===== src/shared/hot_swap_pkg.sv =====
// constants, register map and carrier types for the hot swap fault supervisor
package hot_swap_pkg;
  localparam int CLK_PERIOD_NS = 100;
  localparam int TICK_NS = 1000;
  localparam int TICK_CYCLES = TICK_NS / CLK_PERIOD_NS;
  localparam int OV_QUAL_NS = 25000;
  localparam int OV_QUAL_TICKS = (OV_QUAL_NS + TICK_NS - 1) / TICK_NS;
  localparam int UV_QUAL_NS = 15000;
  localparam int UV_QUAL_TICKS = (UV_QUAL_NS + TICK_NS - 1) / TICK_NS;
  localparam int RETRY_NS = 50000000;
  localparam int RETRY_TICKS = (RETRY_NS + TICK_NS - 1) / TICK_NS;
  localparam int MS_NS = 1000000;
  localparam int MS_TICKS = (MS_NS + TICK_NS - 1) / TICK_NS;
  localparam int COOL_CYCLES = 256;

  localparam logic [7:0] ADDR_CONTROL = 8'h00;
  localparam logic [7:0] ADDR_MASK1 = 8'h02;
  localparam logic [7:0] ADDR_MASK2 = 8'h03;
  localparam logic [7:0] ADDR_FAULT = 8'h04;
  localparam logic [7:0] ADDR_CONV_ALARM = 8'h05;
  localparam logic [7:0] ADDR_DAMAGE_TIME = 8'h06;
  localparam logic [7:0] ADDR_PIN_SETUP = 8'h07;
  localparam logic [7:0] ADDR_ALERT_CTL = 8'h1C;
  localparam logic [7:0] ADDR_CONV_CTL = 8'h1D;
  localparam logic [7:0] ADDR_LIVE1 = 8'h1E;
  localparam logic [7:0] ADDR_LIVE2 = 8'h1F;

  localparam int CTL_OV_RETRY = 0;
  localparam int CTL_UV_RETRY = 1;
  localparam int CTL_OC_RETRY = 2;
  localparam int CTL_SW_EN = 3;
  localparam int CTL_POLARITY = 5;
  localparam int CTL_DEBOUNCE = 6;
  localparam int CTL_HOLD_MASK = 7;
  localparam int FLT_OV = 0;
  localparam int FLT_UV = 1;
  localparam int FLT_PBAD = 3;
  localparam int FLT_TOGGLE = 4;
  localparam int FLT_SHORT = 5;
  localparam int FLT_DAMAGE = 6;
  localparam int LIVE_PGOOD = 3;
  localparam int LIVE_ENABLE = 4;
  localparam int LIVE2_TICK_WRAP = 0;
  localparam int LIVE2_METER_WRAP = 1;
  localparam int LIVE2_ALERT_IN = 4;
  localparam int ALC_FAULT = 7;
  localparam int ALC_GPO = 6;
  localparam int PIN_WRAP_ALERT = 0;
  localparam int PIN_ADC_ALERT = 2;
  localparam int CONV_METER_RESET = 6;
  localparam logic [7:0] REG_RESET = 8'h00;

  typedef struct packed {
    logic highLimit;
    logic lowLimitOk;
    logic enablePin;
    logic vdsHigh;
    logic gateHigh;
    logic outputSense;
    logic timerCycle;
    logic alertIn;
  } pins_t;

  typedef struct packed {
    logic [7:0] addr;
    logic wrEn;
    logic rdEn;
    logic [7:0] wrData;
  } reg_req_t;

  typedef enum logic [2:0] {
    DMG_IDLE = 3'b001,
    DMG_TIMING = 3'b010,
    DMG_COOL = 3'b100
  } damage_state_t;
endpackage


===== src/rtl/hot_swap_fault_supervisor.sv =====
// fault qualification, switch control, fault records and alert line logic
//
// Notes on behaviour
// - high limit over 25us: switch off, record
// - overvoltage retry after 50ms below, if enabled
// - low limit under 15us: switch off, record
// - undervoltage retry after 50ms above, if enabled
// - control bit 5 sets enable polarity
// - control bit 6 adds 50ms turn-on debounce
// - enable toggle marks bit 4, clears others unless control bit 7 set
// - enable edges and writes steer switch-enable
// - boot loads switch-enable; latch enable after debounce
// - drain-source over 200mV flags damage
// - on but gate below 8V flags damage
// - damage timer in ms; zero disables
// - damage retries after 256 timer cycles
// - sense current with gate off: short
// - power-good live bit follows output sense
// - power-good pin gated until gate first high
// - power bad: sense low, gate high
// - host clears records by zero writes, overflows
// - masked faults set alert bit, drive line
// - alert response releases line unless arbitration lost
// - alert bit 6 pulls line; level readable
// - alert only on new fault occurrence or conversion alarm, or on wrap and ADC done if pin setup enables them
// - live fault blocks clearing its record
// - retry off: record holds switch off
`timescale 1ns/1ps
module hot_swap_fault_supervisor #(
  parameter int LONG_TICKS = hot_swap_pkg::RETRY_TICKS,
  parameter int MSEC_TICKS = hot_swap_pkg::MS_TICKS
) (
  input wire logic clk,
  input wire logic ce,
  input wire logic rst_n,
  input wire hot_swap_pkg::pins_t pinsAsync,
  input wire logic adcShort,
  input wire logic adcDone,
  input wire logic [7:0] convAlarmSet,
  input wire logic tickWrap,
  input wire logic meterWrap,
  input wire logic [7:0] nvControl,
  input wire hot_swap_pkg::reg_req_t regReq,
  output logic [7:0] regRdData,
  input wire logic araRequest,
  input wire logic araLost,
  output logic gateOn,
  output logic powerGoodPin,
  output logic alertOut,
  output logic alertOe_n
);
  import hot_swap_pkg::*;

  function automatic logic hit(input reg_req_t r, input logic [7:0] a);
    hit = r.wrEn && (r.addr == a);
  endfunction

  pins_t pinsMeta_reg, pinsSync_reg;
  logic [15:0] tickCnt_reg, tickCnt_next;
  logic [7:0] control_reg, control_next, mask1_reg, mask1_next, mask2_reg, mask2_next;
  logic [7:0] faultRec_reg, faultRec_next, convAlarm_reg, convAlarm_next;
  logic [7:0] damageTimeout_reg, damageTimeout_next, pinSetup_reg, pinSetup_next;
  logic [7:0] alertCtl_reg, alertCtl_next, convCtl_reg, convCtl_next, regRdData_next;
  logic [7:0] livePrev_reg, liveRec;
  logic [1:0] qualLive_reg, qualLive_next, wrapLive_reg, wrapLive_next;
  logic [15:0] qualCnt_reg [2];
  logic [15:0] qualCnt_next [2];
  logic [15:0] stableCnt_reg, stableCnt_next, msPre_reg, msPre_next;
  logic [7:0] msCnt_reg, msCnt_next;
  logic [8:0] coolCnt_reg, coolCnt_next;
  damage_state_t dmgState_reg, dmgState_next;
  logic dmgLive_reg, dmgLive_next, enablePrev_reg, timerPrev_reg;
  logic bootPending_reg, bootPending_next, bootLatch_reg, bootLatch_next;
  logic ignoreEnable_reg, ignoreEnable_next, pgArmed_reg, pgArmed_next;
  logic gateOn_next, powerGoodPin_next, shortLive_reg, shortLive_next;
  logic tick, msPulse, enableActive, toggle, onReady, hold, cmdOn, dmgCond, powerBad;
  logic alertEvent, meterClear;
  logic [7:0] setEvents, live1, live2;
  logic [15:0] qualLimit [2];
  logic qualRaw [2];
  logic [2:0] warm_reg, warm_next;

  // two-stage sync on every pin; only the second stage is looked at
  always_ff @(posedge clk) begin
    if (!rst_n) begin
      pinsMeta_reg <= '0;
      pinsSync_reg <= '0;
    end else if (ce) begin
      pinsMeta_reg <= pinsAsync;
      pinsSync_reg <= pinsMeta_reg;
    end
  end

  always_comb begin
    tick = (tickCnt_reg == 16'(TICK_CYCLES - 1));
    tickCnt_next = tick ? 16'h0000 : tickCnt_reg + 16'h0001;
    enableActive = control_reg[CTL_POLARITY] ? pinsSync_reg.enablePin : !pinsSync_reg.enablePin;
    // no edge until the sync stages and the previous-level flop all hold real pin samples
    warm_next = {warm_reg[1:0], 1'b1};
    toggle = (pinsSync_reg.enablePin != enablePrev_reg) && !bootPending_reg && warm_reg[2];
    dmgCond = pinsSync_reg.vdsHigh || (gateOn && !pinsSync_reg.gateHigh);
    powerBad = !pinsSync_reg.outputSense && pinsSync_reg.gateHigh;
    liveRec = {1'b0, dmgLive_reg, shortLive_reg, 1'b0, powerBad, 1'b0, qualLive_reg};
    // a live fault raises its record on its rising edge only; the toggle record is set on every enable-pin edge
    setEvents = (liveRec & ~livePrev_reg) | {3'b000, toggle, 4'h0};
    live1 = {1'b0, dmgLive_reg, shortLive_reg, enableActive, pinsSync_reg.outputSense, 1'b0, qualLive_reg};
    live1[LIVE_PGOOD] = pinsSync_reg.outputSense;
    live2 = {3'b000, pinsSync_reg.alertIn, 2'b00, wrapLive_reg};

    // overvoltage / undervoltage qualification and retry windows
    qualRaw[0] = pinsSync_reg.highLimit;
    qualRaw[1] = !pinsSync_reg.lowLimitOk;
    qualLive_next = qualLive_reg;
    for (int i = 0; i < 2; i++) begin
      qualLimit[i] = qualLive_reg[i] ? 16'(LONG_TICKS) : (i == 0 ? 16'(OV_QUAL_TICKS) : 16'(UV_QUAL_TICKS));
      qualCnt_next[i] = qualCnt_reg[i];
      if (qualRaw[i] == qualLive_reg[i]) begin
        qualCnt_next[i] = 16'h0000;
      end else if (tick) begin
        if (qualCnt_reg[i] + 16'h0001 >= qualLimit[i]) begin
          qualLive_next[i] = qualRaw[i];
          qualCnt_next[i] = 16'h0000;
        end else begin
          qualCnt_next[i] = qualCnt_reg[i] + 16'h0001;
        end
      end
    end

    // switch-enable bit, boot latch and turn-on debounce
    control_next = control_reg;
    bootPending_next = 1'b0;
    bootLatch_next = bootLatch_reg;
    ignoreEnable_next = ignoreEnable_reg;
    stableCnt_next = toggle ? 16'h0000 : stableCnt_reg;
    if (tick && !toggle && stableCnt_reg < 16'(LONG_TICKS)) begin
      stableCnt_next = stableCnt_reg + 16'h0001;
    end
    if (bootPending_reg) begin
      // nonvolatile defaults are caught one cycle after reset release
      control_next = nvControl & ~8'(1 << CTL_SW_EN);
      bootLatch_next = nvControl[CTL_SW_EN];
      ignoreEnable_next = !nvControl[CTL_SW_EN];
    end else if (hit(regReq, ADDR_CONTROL)) begin
      control_next = regReq.wrData;
      ignoreEnable_next = 1'b0;
      bootLatch_next = 1'b0;
    end else if (bootLatch_reg && stableCnt_reg >= 16'(LONG_TICKS)) begin
      control_next[CTL_SW_EN] = enableActive;
      bootLatch_next = 1'b0;
    end else if (toggle && !ignoreEnable_reg && !bootLatch_reg) begin
      control_next[CTL_SW_EN] = enableActive;
    end
    onReady = !control_reg[CTL_DEBOUNCE] || stableCnt_reg >= 16'(LONG_TICKS);
    cmdOn = control_reg[CTL_SW_EN] && onReady && !bootLatch_reg;

    // damage timer: counts whole milliseconds while the condition lasts
    dmgState_next = dmgState_reg;
    msPre_next = msPre_reg;
    msCnt_next = msCnt_reg;
    coolCnt_next = coolCnt_reg;
    dmgLive_next = dmgLive_reg;
    msPulse = tick && (msPre_reg == 16'(MSEC_TICKS - 1));
    unique case (dmgState_reg)
      DMG_IDLE: begin
        msPre_next = 16'h0000;
        msCnt_next = 8'h00;
        if (dmgCond && cmdOn && damageTimeout_reg != 8'h00) begin
          dmgState_next = DMG_TIMING;
        end
      end
      DMG_TIMING: begin
        if (!(dmgCond && cmdOn) || damageTimeout_reg == 8'h00) begin
          dmgState_next = DMG_IDLE;
        end else if (tick) begin
          msPre_next = msPulse ? 16'h0000 : msPre_reg + 16'h0001;
          if (msPulse) begin
            msCnt_next = msCnt_reg + 8'h01;
            if (msCnt_reg + 8'h01 >= damageTimeout_reg) begin
              dmgLive_next = 1'b1;
              coolCnt_next = 9'h000;
              dmgState_next = DMG_COOL;
            end
          end
        end
      end
      DMG_COOL: begin
        if (pinsSync_reg.timerCycle && !timerPrev_reg) begin
          coolCnt_next = coolCnt_reg + 9'h001;
          if (coolCnt_reg + 9'h001 >= 9'(COOL_CYCLES)) begin
            dmgLive_next = 1'b0;
            dmgState_next = DMG_IDLE;
          end
        end
      end
      default: dmgState_next = DMG_IDLE;
    endcase

    // with retry off the record keeps the switch off until cleared
    hold = qualLive_reg[0] || (!control_reg[CTL_OV_RETRY] && faultRec_reg[FLT_OV])
      || qualLive_reg[1] || (!control_reg[CTL_UV_RETRY] && faultRec_reg[FLT_UV])
      || dmgLive_reg || (!control_reg[CTL_OC_RETRY] && faultRec_reg[FLT_DAMAGE]);
    gateOn_next = cmdOn && !hold && !bootPending_reg;
    shortLive_next = adcShort && !gateOn;
    pgArmed_next = pgArmed_reg || pinsSync_reg.gateHigh;
    powerGoodPin_next = pgArmed_reg && pinsSync_reg.outputSense;

    // fault record: writes clear, live faults refuse, new events set last
    faultRec_next = faultRec_reg;
    if (hit(regReq, ADDR_FAULT)) begin
      faultRec_next = regReq.wrData | (faultRec_reg & liveRec);
    end
    if (toggle && !control_reg[CTL_HOLD_MASK]) begin
      faultRec_next = faultRec_next & liveRec;
    end
    faultRec_next = faultRec_next | setEvents;
    convAlarm_next = hit(regReq, ADDR_CONV_ALARM) ? regReq.wrData : convAlarm_reg;
    convAlarm_next = convAlarm_next | convAlarmSet;

    mask1_next = hit(regReq, ADDR_MASK1) ? regReq.wrData : mask1_reg;
    mask2_next = hit(regReq, ADDR_MASK2) ? regReq.wrData : mask2_reg;
    damageTimeout_next = hit(regReq, ADDR_DAMAGE_TIME) ? regReq.wrData : damageTimeout_reg;
    pinSetup_next = hit(regReq, ADDR_PIN_SETUP) ? regReq.wrData : pinSetup_reg;
    convCtl_next = hit(regReq, ADDR_CONV_CTL) ? regReq.wrData : convCtl_reg;
    // overflow flags clear on the falling write of the meter reset bit
    meterClear = convCtl_reg[CONV_METER_RESET] && !convCtl_next[CONV_METER_RESET];
    wrapLive_next = (meterClear ? 2'b00 : wrapLive_reg) | {meterWrap, tickWrap};

    alertEvent = |(setEvents & mask1_reg) || |(convAlarmSet & mask2_reg)
      || (pinSetup_reg[PIN_WRAP_ALERT] && (tickWrap || meterWrap))
      || (pinSetup_reg[PIN_ADC_ALERT] && adcDone);
    alertCtl_next = hit(regReq, ADDR_ALERT_CTL) ? regReq.wrData : alertCtl_reg;
    if (araRequest && !araLost) begin
      alertCtl_next[ALC_FAULT] = 1'b0;
    end
    if (alertEvent) begin
      alertCtl_next[ALC_FAULT] = 1'b1;
    end

    regRdData_next = regRdData;
    if (regReq.rdEn) begin
      unique case (regReq.addr)
        ADDR_CONTROL: regRdData_next = control_reg;
        ADDR_MASK1: regRdData_next = mask1_reg;
        ADDR_MASK2: regRdData_next = mask2_reg;
        ADDR_FAULT: regRdData_next = faultRec_reg;
        ADDR_CONV_ALARM: regRdData_next = convAlarm_reg;
        ADDR_DAMAGE_TIME: regRdData_next = damageTimeout_reg;
        ADDR_PIN_SETUP: regRdData_next = pinSetup_reg;
        ADDR_ALERT_CTL: regRdData_next = alertCtl_reg;
        ADDR_CONV_CTL: regRdData_next = convCtl_reg;
        ADDR_LIVE1: regRdData_next = live1;
        ADDR_LIVE2: regRdData_next = live2;
        default: regRdData_next = 8'h00;
      endcase
    end
  end

  always_ff @(posedge clk) begin
    if (!rst_n) begin
      tickCnt_reg <= 16'h0000;
      control_reg <= REG_RESET;
      mask1_reg <= REG_RESET;
      mask2_reg <= REG_RESET;
      faultRec_reg <= REG_RESET;
      convAlarm_reg <= REG_RESET;
      damageTimeout_reg <= REG_RESET;
      pinSetup_reg <= REG_RESET;
      alertCtl_reg <= REG_RESET;
      convCtl_reg <= REG_RESET;
      regRdData <= 8'h00;
      livePrev_reg <= 8'h00;
      qualLive_reg <= 2'b00;
      qualCnt_reg[0] <= 16'h0000;
      qualCnt_reg[1] <= 16'h0000;
      wrapLive_reg <= 2'b00;
      stableCnt_reg <= 16'h0000;
      msPre_reg <= 16'h0000;
      msCnt_reg <= 8'h00;
      coolCnt_reg <= 9'h000;
      dmgState_reg <= DMG_IDLE;
      dmgLive_reg <= 1'b0;
      enablePrev_reg <= 1'b0;
      warm_reg <= 3'h0;
      timerPrev_reg <= 1'b0;
      bootPending_reg <= 1'b1;
      bootLatch_reg <= 1'b0;
      ignoreEnable_reg <= 1'b1;
      pgArmed_reg <= 1'b0;
      gateOn <= 1'b0;
      powerGoodPin <= 1'b0;
      shortLive_reg <= 1'b0;
    end else if (ce) begin
      tickCnt_reg <= tickCnt_next;
      control_reg <= control_next;
      mask1_reg <= mask1_next;
      mask2_reg <= mask2_next;
      faultRec_reg <= faultRec_next;
      convAlarm_reg <= convAlarm_next;
      damageTimeout_reg <= damageTimeout_next;
      pinSetup_reg <= pinSetup_next;
      alertCtl_reg <= alertCtl_next;
      convCtl_reg <= convCtl_next;
      regRdData <= regRdData_next;
      livePrev_reg <= liveRec;
      qualLive_reg <= qualLive_next;
      qualCnt_reg <= qualCnt_next;
      wrapLive_reg <= wrapLive_next;
      stableCnt_reg <= stableCnt_next;
      msPre_reg <= msPre_next;
      msCnt_reg <= msCnt_next;
      coolCnt_reg <= coolCnt_next;
      dmgState_reg <= dmgState_next;
      dmgLive_reg <= dmgLive_next;
      enablePrev_reg <= pinsSync_reg.enablePin;
      warm_reg <= warm_next;
      timerPrev_reg <= pinsSync_reg.timerCycle;
      bootPending_reg <= bootPending_next;
      bootLatch_reg <= bootLatch_next;
      ignoreEnable_reg <= ignoreEnable_next;
      pgArmed_reg <= pgArmed_next;
      gateOn <= gateOn_next;
      powerGoodPin <= powerGoodPin_next;
      shortLive_reg <= shortLive_next;
    end
  end

  // open-drain alert: the level is always low, only the enable moves
  assign alertOut = 1'b0;
  assign alertOe_n = !(alertCtl_reg[ALC_FAULT] || alertCtl_reg[ALC_GPO]);
endmodule


===== config.mk =====
export PLATFORM = sky130hd
export DESIGN_NAME = hot_swap_fault_supervisor
export DESIGN_NICKNAME = d
export VERILOG_FILES = /design/src/shared/hot_swap_pkg.sv /design/src/rtl/hot_swap_fault_supervisor.sv
export SDC_FILE = /design/constraint.sdc
export NUM_CORES = 1
export LEC_CHECK = 0
export BUFFER_PORTS_ARGS = -buffer_cell sky130_fd_sc_hd__buf_2
export CORE_MARGIN = 4
export CORE_UTILIZATION = 56
export DETAILED_ROUTE_END_ITERATION = 8
export GPL_TIMING_DRIVEN = 0
export PLACE_DENSITY = 0.77
export SLEW_MARGIN = 20
export SYNTH_ARGS = -nofsm -noshare
export SYNTH_HDL_FRONTEND = slang
export SYNTH_SLANG_ARGS = --single-unit

===== constraint.sdc =====
create_clock -name clk -period 2.9 [get_ports clk]
set_input_delay 0.58 -clock clk [delete_from_list [all_inputs] [get_ports clk]]
set_output_delay 0.58 -clock clk [all_outputs]
set_load 0.03 [all_outputs]

==> flow_metrics.tcl, run 1 <==
set metrics [dict create \
    worstSetupStartpoint "qualCnt_reg[20]" \
    fin_crit_sh_pct 100 \
    drt_iter0_markers 1092 \
    drt_drc_violations_left 0 \
    min-delay-path-class "in -> reg" \
    synth.net_count 1444 \
    final_worst_path_setup_slack_ns -0.0131 \
    met2_wirelength_mm 15.5 \
    max_slew_margin_pct 35.4 \
    final_cells 1746 \
    crit_path_cell_trace "buf_2, inv_2, nor3_2, buf_4, buf_4, and3_1, xor2_1, ha_1, a21o_1, a221oi_2, o211a_1, buf_6, clkbuf_16, nand3_1, nand3_1" \
    skew_ns 0.0159 \
    fraction_of_final_layout_cells_sized_beyond_drive_strength_1_pct 14.6 \
    globalRouteOverflowTotal 0 \
    cp_max_fo 9 \
    largest_register_ffs 32 \
    p_sw_share_pct 23.2 \
    ant_nets 0 \
    run_status "finished, violations left" \
    fp.dieW_um 153 \
    core-area_mm2 0.0204 \
    clk_path_buf_depth 3 \
    setup-violations-final 3 \
    buffers_added_on_ports 49 \
    global_route_wire_length_before_repair_mm 54.8 \
    drt-wirelength-per-cell_um 20.2 \
    cell_area_after_technology_mapping_mm2 0.0117 \
    power_frac_clock_pct 47.6 \
    route.layer.met1.wl_mm 15.2 \
    power-per-cell-area_mw_per_mm2 485 \
    power.net_switching_uw 1530 \
    hold_path.startpoint "convAlarmSet[6]" \
    internal_power_uw 5080 \
    gp_congestion 1.02 \
    reg2reg_from "qualCnt_reg[20]" \
    path_class "reg -> reg" \
    clkSinkCount 218 \
    dr_wl_met3_mm 3.24 \
    highest_layer "met4" \
    timing_max_transition_violations_final 0 \
    synth_cell_type_count 80 \
    synth_sequential_area_ratio_pct 37.3 \
    die_height_um 153 \
    cts_hold_repair.buffers 0 \
    max-vdd-ir-drop_mv 0.428 \
    worst_slew_pin_slew_ns 0.961 \
    pwr-share-comb_pct 6.0 \
    crit_path_end_kind "flop" \
    clock_insertion_delay_worst_skew_ns 0.52 \
    antenna-diode-count 0 \
    timing.critical_path.slowest_cell_delay_ns 0.30 \
    most-common-layout-cells "dfxtp_1 (202), nand2_1 (161), nor2_1 (96)" \
    layout.nets 1547 \
    top_reg_cell_synth "dfxtp_1" \
    grt_start_max_net_pins 13 \
    synth_area_per_cell_um2 8.61 \
    synthToLayoutAreaGrowth_pct 16.5 \
    route.detailed.vias_per_inst 6.23 \
    fin_util_pct 66.9 \
    routed_wl_mm 35.3 \
    power.sequential.fraction_pct 46.4 \
    place_ws_ns -0.627 \
    path_buf_inv 6 \
    floorplan.io_pins 63 \
    grt_pass1_vias 10400 \
    cpMaxStageDelayCell "dfxtp_1" \
    gr-usage-all-layers_pct 28.6 \
    tritoncts "yes" \
    antenna_violations_before_repair 0 \
    drt_pre_antenna_iters 7 \
    layout_commonest_cell "dfxtp_1" \
    failed_checks "setup timing" \
    synth_cells 1359 \
    htreeDepth 1 \
    via_count 10900 \
    row_count 52 \
    min_period_ns 2.91 \
    design.die.area_mm2 0.0233 \
    critical_path_source_type "flop" \
    worst-endpoint-required_ns 3.37 \
    rsz0062_at_grt "yes" \
    worstPathArrival_ns 3.38 \
    static-leakage-power_uw 0.00531 \
    ys_ff_latch 218 \
    fmaxAchievable_mhz 343 \
    dp_hpwl_mm 24.6 \
    synth_edf_count 0 \
    hold_viol_final 0 \
    cts-buffers-inserted 24 \
    maxCapViolations 0 \
    number_of_placed_cells_counting_well_taps 1678 \
    yosys_warnings 0 \
    timing.critical_path.max_delay_family "buffers and inverters" \
    fin_worst_hold_slack_ns 0.322 \
    clock_root_buffer "clkbuf_16" \
    clkSlewWorstSetupHoldPaths_ns 0.06 \
    initial_core_util_pct 57.4 \
    async_reset_ff_share_pct 0 \
]
## through the flow
step	setup TNS, ns	power, uW	instance area, um^2
after floorplan	0	3360	11700
after global placement	-25.96	3510	12300
after detailed placement	-26.16	3520	12300
after CTS	0	6630	13400
after global routing	-1.97	6760	13600
final	-0.0235	6610	13600
## per-layer routing
metal | up-vias | global-route usage, %
met2 | 501 | 43.7
met5 | - | 0
met1 | 5212 | 40.1
met4 | 0 | 11.3
li1 | 5060 | -
met3 | 97 | 5.51
## cells by family after synthesis
kind of cell / after synthesis / synth area share [%]
AND/OR/NAND/NOR: 589 / 26.3
AO/OA/AOI/OAI: 253 / 15.7
flip-flops: 218 / 37.3
buffers and inverters: 114 / 4.04
multiplexers: 90 / 8.48
XOR/XNOR: 60 / 4.49
adder cells (fa/ha/maj): 34 / 3.64
other: 1 / 0.0321
## cell type report
cell class              instances  area, um^2
repair buffers                 79         500
inverters                      39         150
plain buffers                  73         364
clock inverters                 5        75.1
flip-flops and latches        218        4400
fillers                      1632        6740
well taps                     270         338
clock buffers                  35         733
multi-input cells            1027        7070
## what timing repair did
item	4_1_cts	5_1_grt
buffers inserted	18	9
setup endpoints to repair	53	46
pin swaps	11	24
resized for setup	41	40
gates cloned	0	3
## path summary, 6_finish.rpt
check,cells past startpoint,end,slack (ns)
worst max-delay path,15,qualCnt_reg[29],-0.01
worst max register to register,15,qualCnt_reg[29],-0.01
worst min register to register,1,warm_reg[0],0.45
worst min-delay path,3,convAlarm_reg[6],0.32
## worst reg2reg max path: stages (launching register included)
cell,delay (ns)
dfxtp_1,0.30
buf_2,0.19
inv_2,0.11
nor3_2,0.24
buf_4,0.15
buf_4,0.11
and3_1,0.16
xor2_1,0.19
ha_1,0.27
a21o_1,0.22
a221oi_2,0.23
o211a_1,0.20
buf_6,0.16
clkbuf_16,0.16
nand3_1,0.07
nand3_1,0.11
## Yosys cell counts (11+ instances only)
cell type  count  share of area, %
dfxtp_1      218                37
nand2_1      161               5.2
nor2_1       100               3.2
nor2b_1       90               4.8
mux2i_1       80               6.8
nand3_1       75               3.2
clkbuf_1      51               1.6
o21ai_0       46               2.0
xor2_1        42               3.1
a21boi_0      40               2.6
inv_1         38               1.2
ha_1          34               3.6
nand4_1       27               1.4
a21oi_1       23              0.98
and3_1        23               1.2
xnor2_1       18               1.3
nor3_1        17              0.73
and2_1        16              0.86
a22o_1        14               1.0
a22oi_1       14              0.90
a31oi_1       13              0.70
o211ai_1      13              0.83
buf_2         12              0.51
nand4b_1      12              0.90
nor4_1        11              0.59
o211a_1       11              0.94
## power by group through the flow
stage | Combinational [uW] | Clock, uW | Sequential, uW
CTS | 383 | 3180 | 3070
global route | 421 | 3270 | 3070
finish | 395 | 3150 | 3070
floorplan | 240 | 0 | 3120
global placement | 377 | 0 | 3140
detailed placement | 381 | 0 | 3140
No activity file was read; power rests on OpenSTA's default activity.
==> inputs of run 2 (changes only) <==
Settings changed: CORE_UTILIZATION 56 to 60, PLACE_DENSITY 0.77 to 0.78.
Clock period 2.9 ns to 3.8 ns, I/O delays scaled along.
==> flow_metrics.tcl, run 2 (same netlist as run 1, synthesis figures left out) <==
set metrics [dict create \
    tritoncts "yes" \
    grt.met1_usage_pct 42.0 \
    worst_slew_pin_slew_ns 0.963 \
    layout.nets 1519 \
    final_cells 1710 \
    timing_max_transition_violations_final 0 \
    skew_ns 0.00898 \
    gr-usage-all-layers_pct 30.0 \
    most-common-layout-cells "dfxtp_1 (218), nand2_1 (161), nor2_1 (100)" \
    globalRouteOverflowTotal 0 \
    drt_drc_violations_left 0 \
    fp.dieW_um 148 \
    routed_wl_mm 33.6 \
    fraction_of_final_layout_cells_sized_beyond_drive_strength_1_pct 9.79 \
    max_slew_margin_pct 35.3 \
    max-vdd-ir-drop_mv 0.339 \
    via_count 10600 \
    min-delay-path-class "reg -> reg" \
    postLayoutCellArea_mm2 0.0130 \
    maxCapViolations 0 \
    global_route.usage.met2_pct 48.1 \
    min_period_ns 3.47 \
    hold_viol_final 0 \
    htreeDepth 1 \
    rsz0062_at_grt "no" \
    path_class "reg -> reg" \
    grt_pass1_vias 10000 \
    clkSinkCount 218 \
    die_height_um 148 \
    cts-buffers-inserted 24 \
    cp_max_fo 10 \
    clk_path_buf_depth 3 \
    floorplan.io_pins 63 \
    row_count 50 \
    ant_nets 0 \
    drt_pre_antenna_iters 7 \
    buffers_added_on_ports 49 \
    clock_insertion_delay_worst_skew_ns 0.52 \
    power-per-cell-area_mw_per_mm2 375 \
    grt_start_max_net_pins 14 \
    run_status "finished, final reports clean" \
    ff2ff_setup_slack_ns 0.33 \
    initial_core_util_pct 61.7 \
    antenna_violations_before_repair 0 \
    largest_register_ffs 32 \
    drt_iter0_markers 872 \
    synthToLayoutAreaGrowth_pct 11.4 \
    num-fill-cells 1591 \
    antenna-diode-count 0 \
    dp_hpwl_mm 24.0 \
    fmaxAchievable_mhz 288 \
    fin_crit_sh_pct 91.3 \
    critical_path_source_type "flop" \
    gp_congestion 1.01 \
    static-leakage-power_uw 0.00504 \
    use_met3_pct 3.89 \
    fin_worst_hold_slack_ns 0.458 \
    layout_commonest_cell "dfxtp_1" \
    post_detailed_placement_cell_area_mm2 0.0123 \
    core-area_mm2 0.0190 \
    power_uw 4890 \
    worstPathArrival_ns 3.93 \
    worst-endpoint-required_ns 4.26 \
    clock_root_buffer "clkbuf_16" \
    number_of_placed_cells_counting_well_taps 1668 \
    setup-violations-final 0 \
    global_route.peak_usage_layer "met2" \
    route.detailed.vias_per_inst 6.19 \
    clkSlewWorstSetupHoldPaths_ns 0.06 \
    crit_path_end_kind "flop" \
    post-cts-setup-buffer-count 0 \
    global_route_wire_length_before_repair_mm 53.5 \
    drt-wirelength-per-cell_um 19.6 \
    design.die.area_mm2 0.0218 \
    finalSetupTns_ns 0 \
]
==> run 2: changes by cell type in the layout (fill, tap and decap cells not counted), sizes merged <==
cell      change
buf          -30
clkbuf        +4
bufinv        -2
clkinv        +2
clkinvlp      -1
inv           +1
==> run 2: final cells by class <==
class	count	area [um^2]	area share [%]
Multi-Input combinational cell	1027	6870	52.7
Sequential cell	218	4360	33.5
Clock buffer	37	731	5.61
Buffer	75	327	2.51
Tap cell	260	325	2.50
Timing Repair Buffer	49	245	1.88
Inverter	39	146	1.12
Clock inverter	5	25.0	0.192
==> run 2: path summary, 6_finish.rpt <==
path                endpoint       startpoint  cells past startpoint
max          qualCnt_reg[26]  qualLive_reg[0]                     12
min              warm_reg[0]      warm_reg[0]                      1
max reg2reg  qualCnt_reg[26]  qualLive_reg[0]                     12
min reg2reg      warm_reg[0]      warm_reg[0]                      1
==> run 2: per-layer routing <==
layer	vias to the layer above	part of all wire (%)
met5	-	0
met4	0	3.6
met3	82	7.9
met2	436	45
met1	5060	44
li1	5009	-
==> run 2: where the power goes <==
group | internal, uW | leakage, uW | switching (uW)
clock | 1310 | 0.000378 | 931
combinational | 104 | 0.00290 | 198
sequential | 2320 | 0.00176 | 30.6
==> run 2: per-stage QoR <==
| stage | setup slack (ns) | util [%] |
|---|---|---|
| 2_1_floorplan | 0.874 | - |
| 3_3_place_gp | 0.236 | 64.7 |
| 3_5_place_dp | 0.199 | 64.8 |
| 4_1_cts | 0.339 | 68.7 |
| 5_1_grt | 0.113 | 68.8 |
| 6_report | 0.331 | 68.8 |
==> run 2: worst max-delay path: stages, from the launching register on <==
cell and delay, ns:
dfxtp_1 0.34, clkbuf_1 0.49, inv_1 0.33, ha_1 0.35, or4b_2 0.63, nand3b_1 0.11, a41oi_1 0.12, o41ai_1 0.25
o211a_1 0.21, buf_4 0.18, buf_4 0.20, nand4b_1 0.11, nand3_1 0.10
==> run 2: what timing repair did <==
item / in CTS / in global routing
endpoints found under the setup margin: 0 / 3
hold buffers: 0 / 0
resized for setup: 0 / 1
==> inputs of run 3 (changes only) <==
Settings changed: ABC_AREA from default to 1, SLEW_MARGIN 20 to default.
==> flow_metrics.tcl, run 3 <==
set metrics [dict create \
    run_status "finished, final reports clean" \
    power.sequential.fraction_pct 42.9 \
    internal_power_uw 4140 \
    worst-endpoint-required_ns 4.19 \
    synthToLayoutAreaGrowth_pct 12.2 \
    skew_ns 0.0190 \
    clkSlewWorstSetupHoldPaths_ns 0.06 \
    row_count 52 \
    antenna_violations_before_repair 2 \
    ff2ff_setup_slack_ns 0.87 \
    num-fill-cells 1801 \
    async_reset_ff_share_pct 0 \
    reg2reg_from "qualCnt_reg[0]" \
    cts_hold_repair.buffers 0 \
    timing_max_transition_violations_final 0 \
    synth_edf_count 0 \
    htreeDepth 1 \
    route.detailed.vias_per_inst 5.82 \
    ant_nets 0 \
    gp_congestion 0.970 \
    synth_area_per_cell_um2 6.77 \
    post_cts_resize_count 0 \
    initial_core_util_pct 61.2 \
    design.die.area_mm2 0.0230 \
    synth_cell_type_count 50 \
    cts-buffers-inserted 25 \
    register_area_mm2 0.00436 \
    r2r_end "qualCnt_reg[14]" \
    worst_slew_pin_slew_ns 0.888 \
    min_period_ns 2.93 \
    max_slew_margin_pct 40.8 \
    maxCapViolations 0 \
    layout.nets 2001 \
    worstHoldPathCells 3 \
    critical_path_source_type "flop" \
    drt_drc_violations_left 0 \
    timing.critical_path.max_delay_family "simple AND/OR/NAND/NOR gates" \
    via_count 12800 \
    p_sw_share_pct 27.4 \
    min-delay-path-class "in -> reg" \
    synth_sequential_area_ratio_pct 35.3 \
    largest_register_ffs 32 \
    fraction_of_final_layout_cells_sized_beyond_drive_strength_1_pct 9.92 \
    final_cells 2206 \
    path_buf_inv 3 \
    power_uw 5700 \
    hold_viol_final 0 \
    drt-wirelength-per-cell_um 17.0 \
    buffers_added_on_ports 60 \
    post-cts-setup-buffer-count 0 \
    synth_area_leaders "dfxtp_1 (35%), nand2_1 (11%), a21oi_1 (7.7%), inv_1 (6.4%), nor2_1 (6.3%)" \
    rr_worst_depth 15 \
    routed_wl_mm 37.6 \
    layout_commonest_cell "nand2_1" \
    grt_start_max_net_pins 13 \
    post_synth_most_frequent_cells "nand2_1 (362), dfxtp_1 (218), inv_1 (210), nor2_1 (209), a21oi_1 (190)" \
    setup-violations-final 0 \
    crit_path_cell_trace "ha_1, nand2_1, nor3_1, nand3_1, xor2_1, inv_1, ha_1, nand2_1, inv_1, nand3_1, nor2_1, nand2_2, buf_8, nand4_1, a21oi_1" \
    hold_path.startpoint "pinsAsync[3]" \
    crit_path_end_kind "flop" \
    power-per-cell-area_mw_per_mm2 411 \
    fin_crit_sh_pct 77.0 \
    drt_iter0_markers 1166 \
    cell_area_after_technology_mapping_mm2 0.0124 \
    static-leakage-power_uw 0.00566 \
    clk_path_buf_depth 3 \
    max-vdd-ir-drop_mv 0.352 \
    power_frac_clock_pct 44.7 \
    tritoncts "yes" \
    timing.critical_path.slowest_cell_delay_ns 0.40 \
    power.net_switching_uw 1560 \
    number_of_placed_cells_counting_well_taps 2159 \
    global_route_wire_length_before_repair_mm 58.9 \
    path_class "reg -> reg" \
    multi_input_comb_area_mm2 0.00686 \
    cpMaxStageDelayCell "dfxtp_1" \
    dp_hpwl_mm 27.9 \
    ys_ff_latch 218 \
    critical_path_depth 15 \
    top_reg_cell_synth "dfxtp_1" \
    finalSetupTns_ns 0 \
    fmaxAchievable_mhz 342 \
    die_height_um 152 \
    floorplan.io_pins 63 \
    rsz0062_at_grt "no" \
    synth_cells 1829 \
    cell_accounting_for_the_most_synthesized_area "dfxtp_1" \
    worstPathArrival_ns 3.31 \
    yosys_warnings 0 \
    gr-usage-all-layers_pct 31.9 \
    clock_root_buffer "clkbuf_16" \
    clkSinkCount 218 \
    grt_pass1_vias 11400 \
    most-common-layout-cells "nand2_1 (362), dfxtp_1 (218), inv_1 (210)" \
    hold_end "pinsMeta_reg[3]" \
    pwr-share-comb_pct 12.4 \
    globalRouteOverflowTotal 0 \
    yosys.area.top_type_share_pct 35.3 \
    clock_insertion_delay_worst_skew_ns 0.54 \
    synth.net_count 1914 \
    cp_max_fo 10 \
    synth_most_common_cell "nand2_1" \
    core-area_mm2 0.0202 \
    fp.dieW_um 152 \
    drt_pre_antenna_iters 6 \
]
==> run 3: changes by cell type in the layout (fill, tap and decap cells not counted), sizes merged, moves of 43 or more <==
cell and change:
nor2 +131, nand4 +51, inv +181, nand2 +220, mux2i -80, a21oi +168
a21boi -43, nor2b -90, o21ai +84
==> run 3: worst reg2reg max path, cell delays in order (launching register included) <==
cell and delay (ns):
dfxtp_1 0.40, ha_1 0.20, nand2_1 0.15, nor3_1 0.32, nand3_1 0.17, xor2_1 0.22, inv_1 0.07, ha_1 0.27
nand2_1 0.06, inv_1 0.07, nand3_1 0.12, nor2_1 0.21, nand2_2 0.18, buf_8 0.19, nand4_1 0.09, a21oi_1 0.07
==> run 3: area by class of cell <==
type / instances / share of cell area [%]
clock inverter: 7 / 0.847
sequential: 218 / 31.4
timing repair buffer: 60 / 2.16
tap: 270 / 2.43
clock buffer: 39 / 5.39
buffer: 62 / 2.35
antenna: 1 / 0.0180
multi-input combinational: 1329 / 49.4
inverter: 220 / 5.95
==> run 3: layer usage <==
layer,vias up,track usage [%],share of wire (%)
met2,540,51.2,44
met3,106,5.06,7.7
met5,-,0,0.037
met1,5906,43.5,44
met4,2,11.6,3.9
li1,6274,-,-
==> run 3: stage by stage <==
stage	worst slack, ns	cell area [um^2]	hold WS [ns]	util [%]
6_report	0.875	13900	0.461	68.6
5_1_grt	0.591	13900	0.474	68.6
4_1_cts	0.874	13900	0.450	68.6
3_5_place_dp	0.900	13000	0.449	64.3
3_3_place_gp	0.954	13000	0.443	64.3
2_1_floorplan	1.36	12400	0.434	-
==> run 3: worst max path at each step <==
stage | from | end | slack [ns]
finish | qualCnt_reg[0] | qualCnt_reg[14] | 0.87
global route | qualCnt_reg[0] | qualLive_reg[1] | 0.59
CTS | qualCnt_reg[0] | qualCnt_reg[14] | 0.87
detailed placement | qualCnt_reg[0] | qualCnt_reg[14] | 0.90
global placement | qualCnt_reg[16] | qualCnt_reg[31] | 0.95
floorplan | qualCnt_reg[16] | qualCnt_reg[21] | 1.36
==> run 3: power by group through the flow <==
stage	sequential (uW)	clock [uW]	combinational (uW)
final	2450	2550	709
after global routing	2460	2660	782
after floorplan	2470	0	486
after CTS	2440	2570	693
after global placement	2490	0	672
after detailed placement	2490	0	690
==> run 3: cell families after synthesis <==
kind of cell	after synthesis	share of synthesized area (%)
other	1	0.0303
and+or+nand+nor	872	32.6
buffers and inverters	282	9.31
DFF	218	35.3
adders and majority gates	34	3.44
xor gates and xnor gates	41	2.90
AOI/OAI and AO/OA	381	16.5
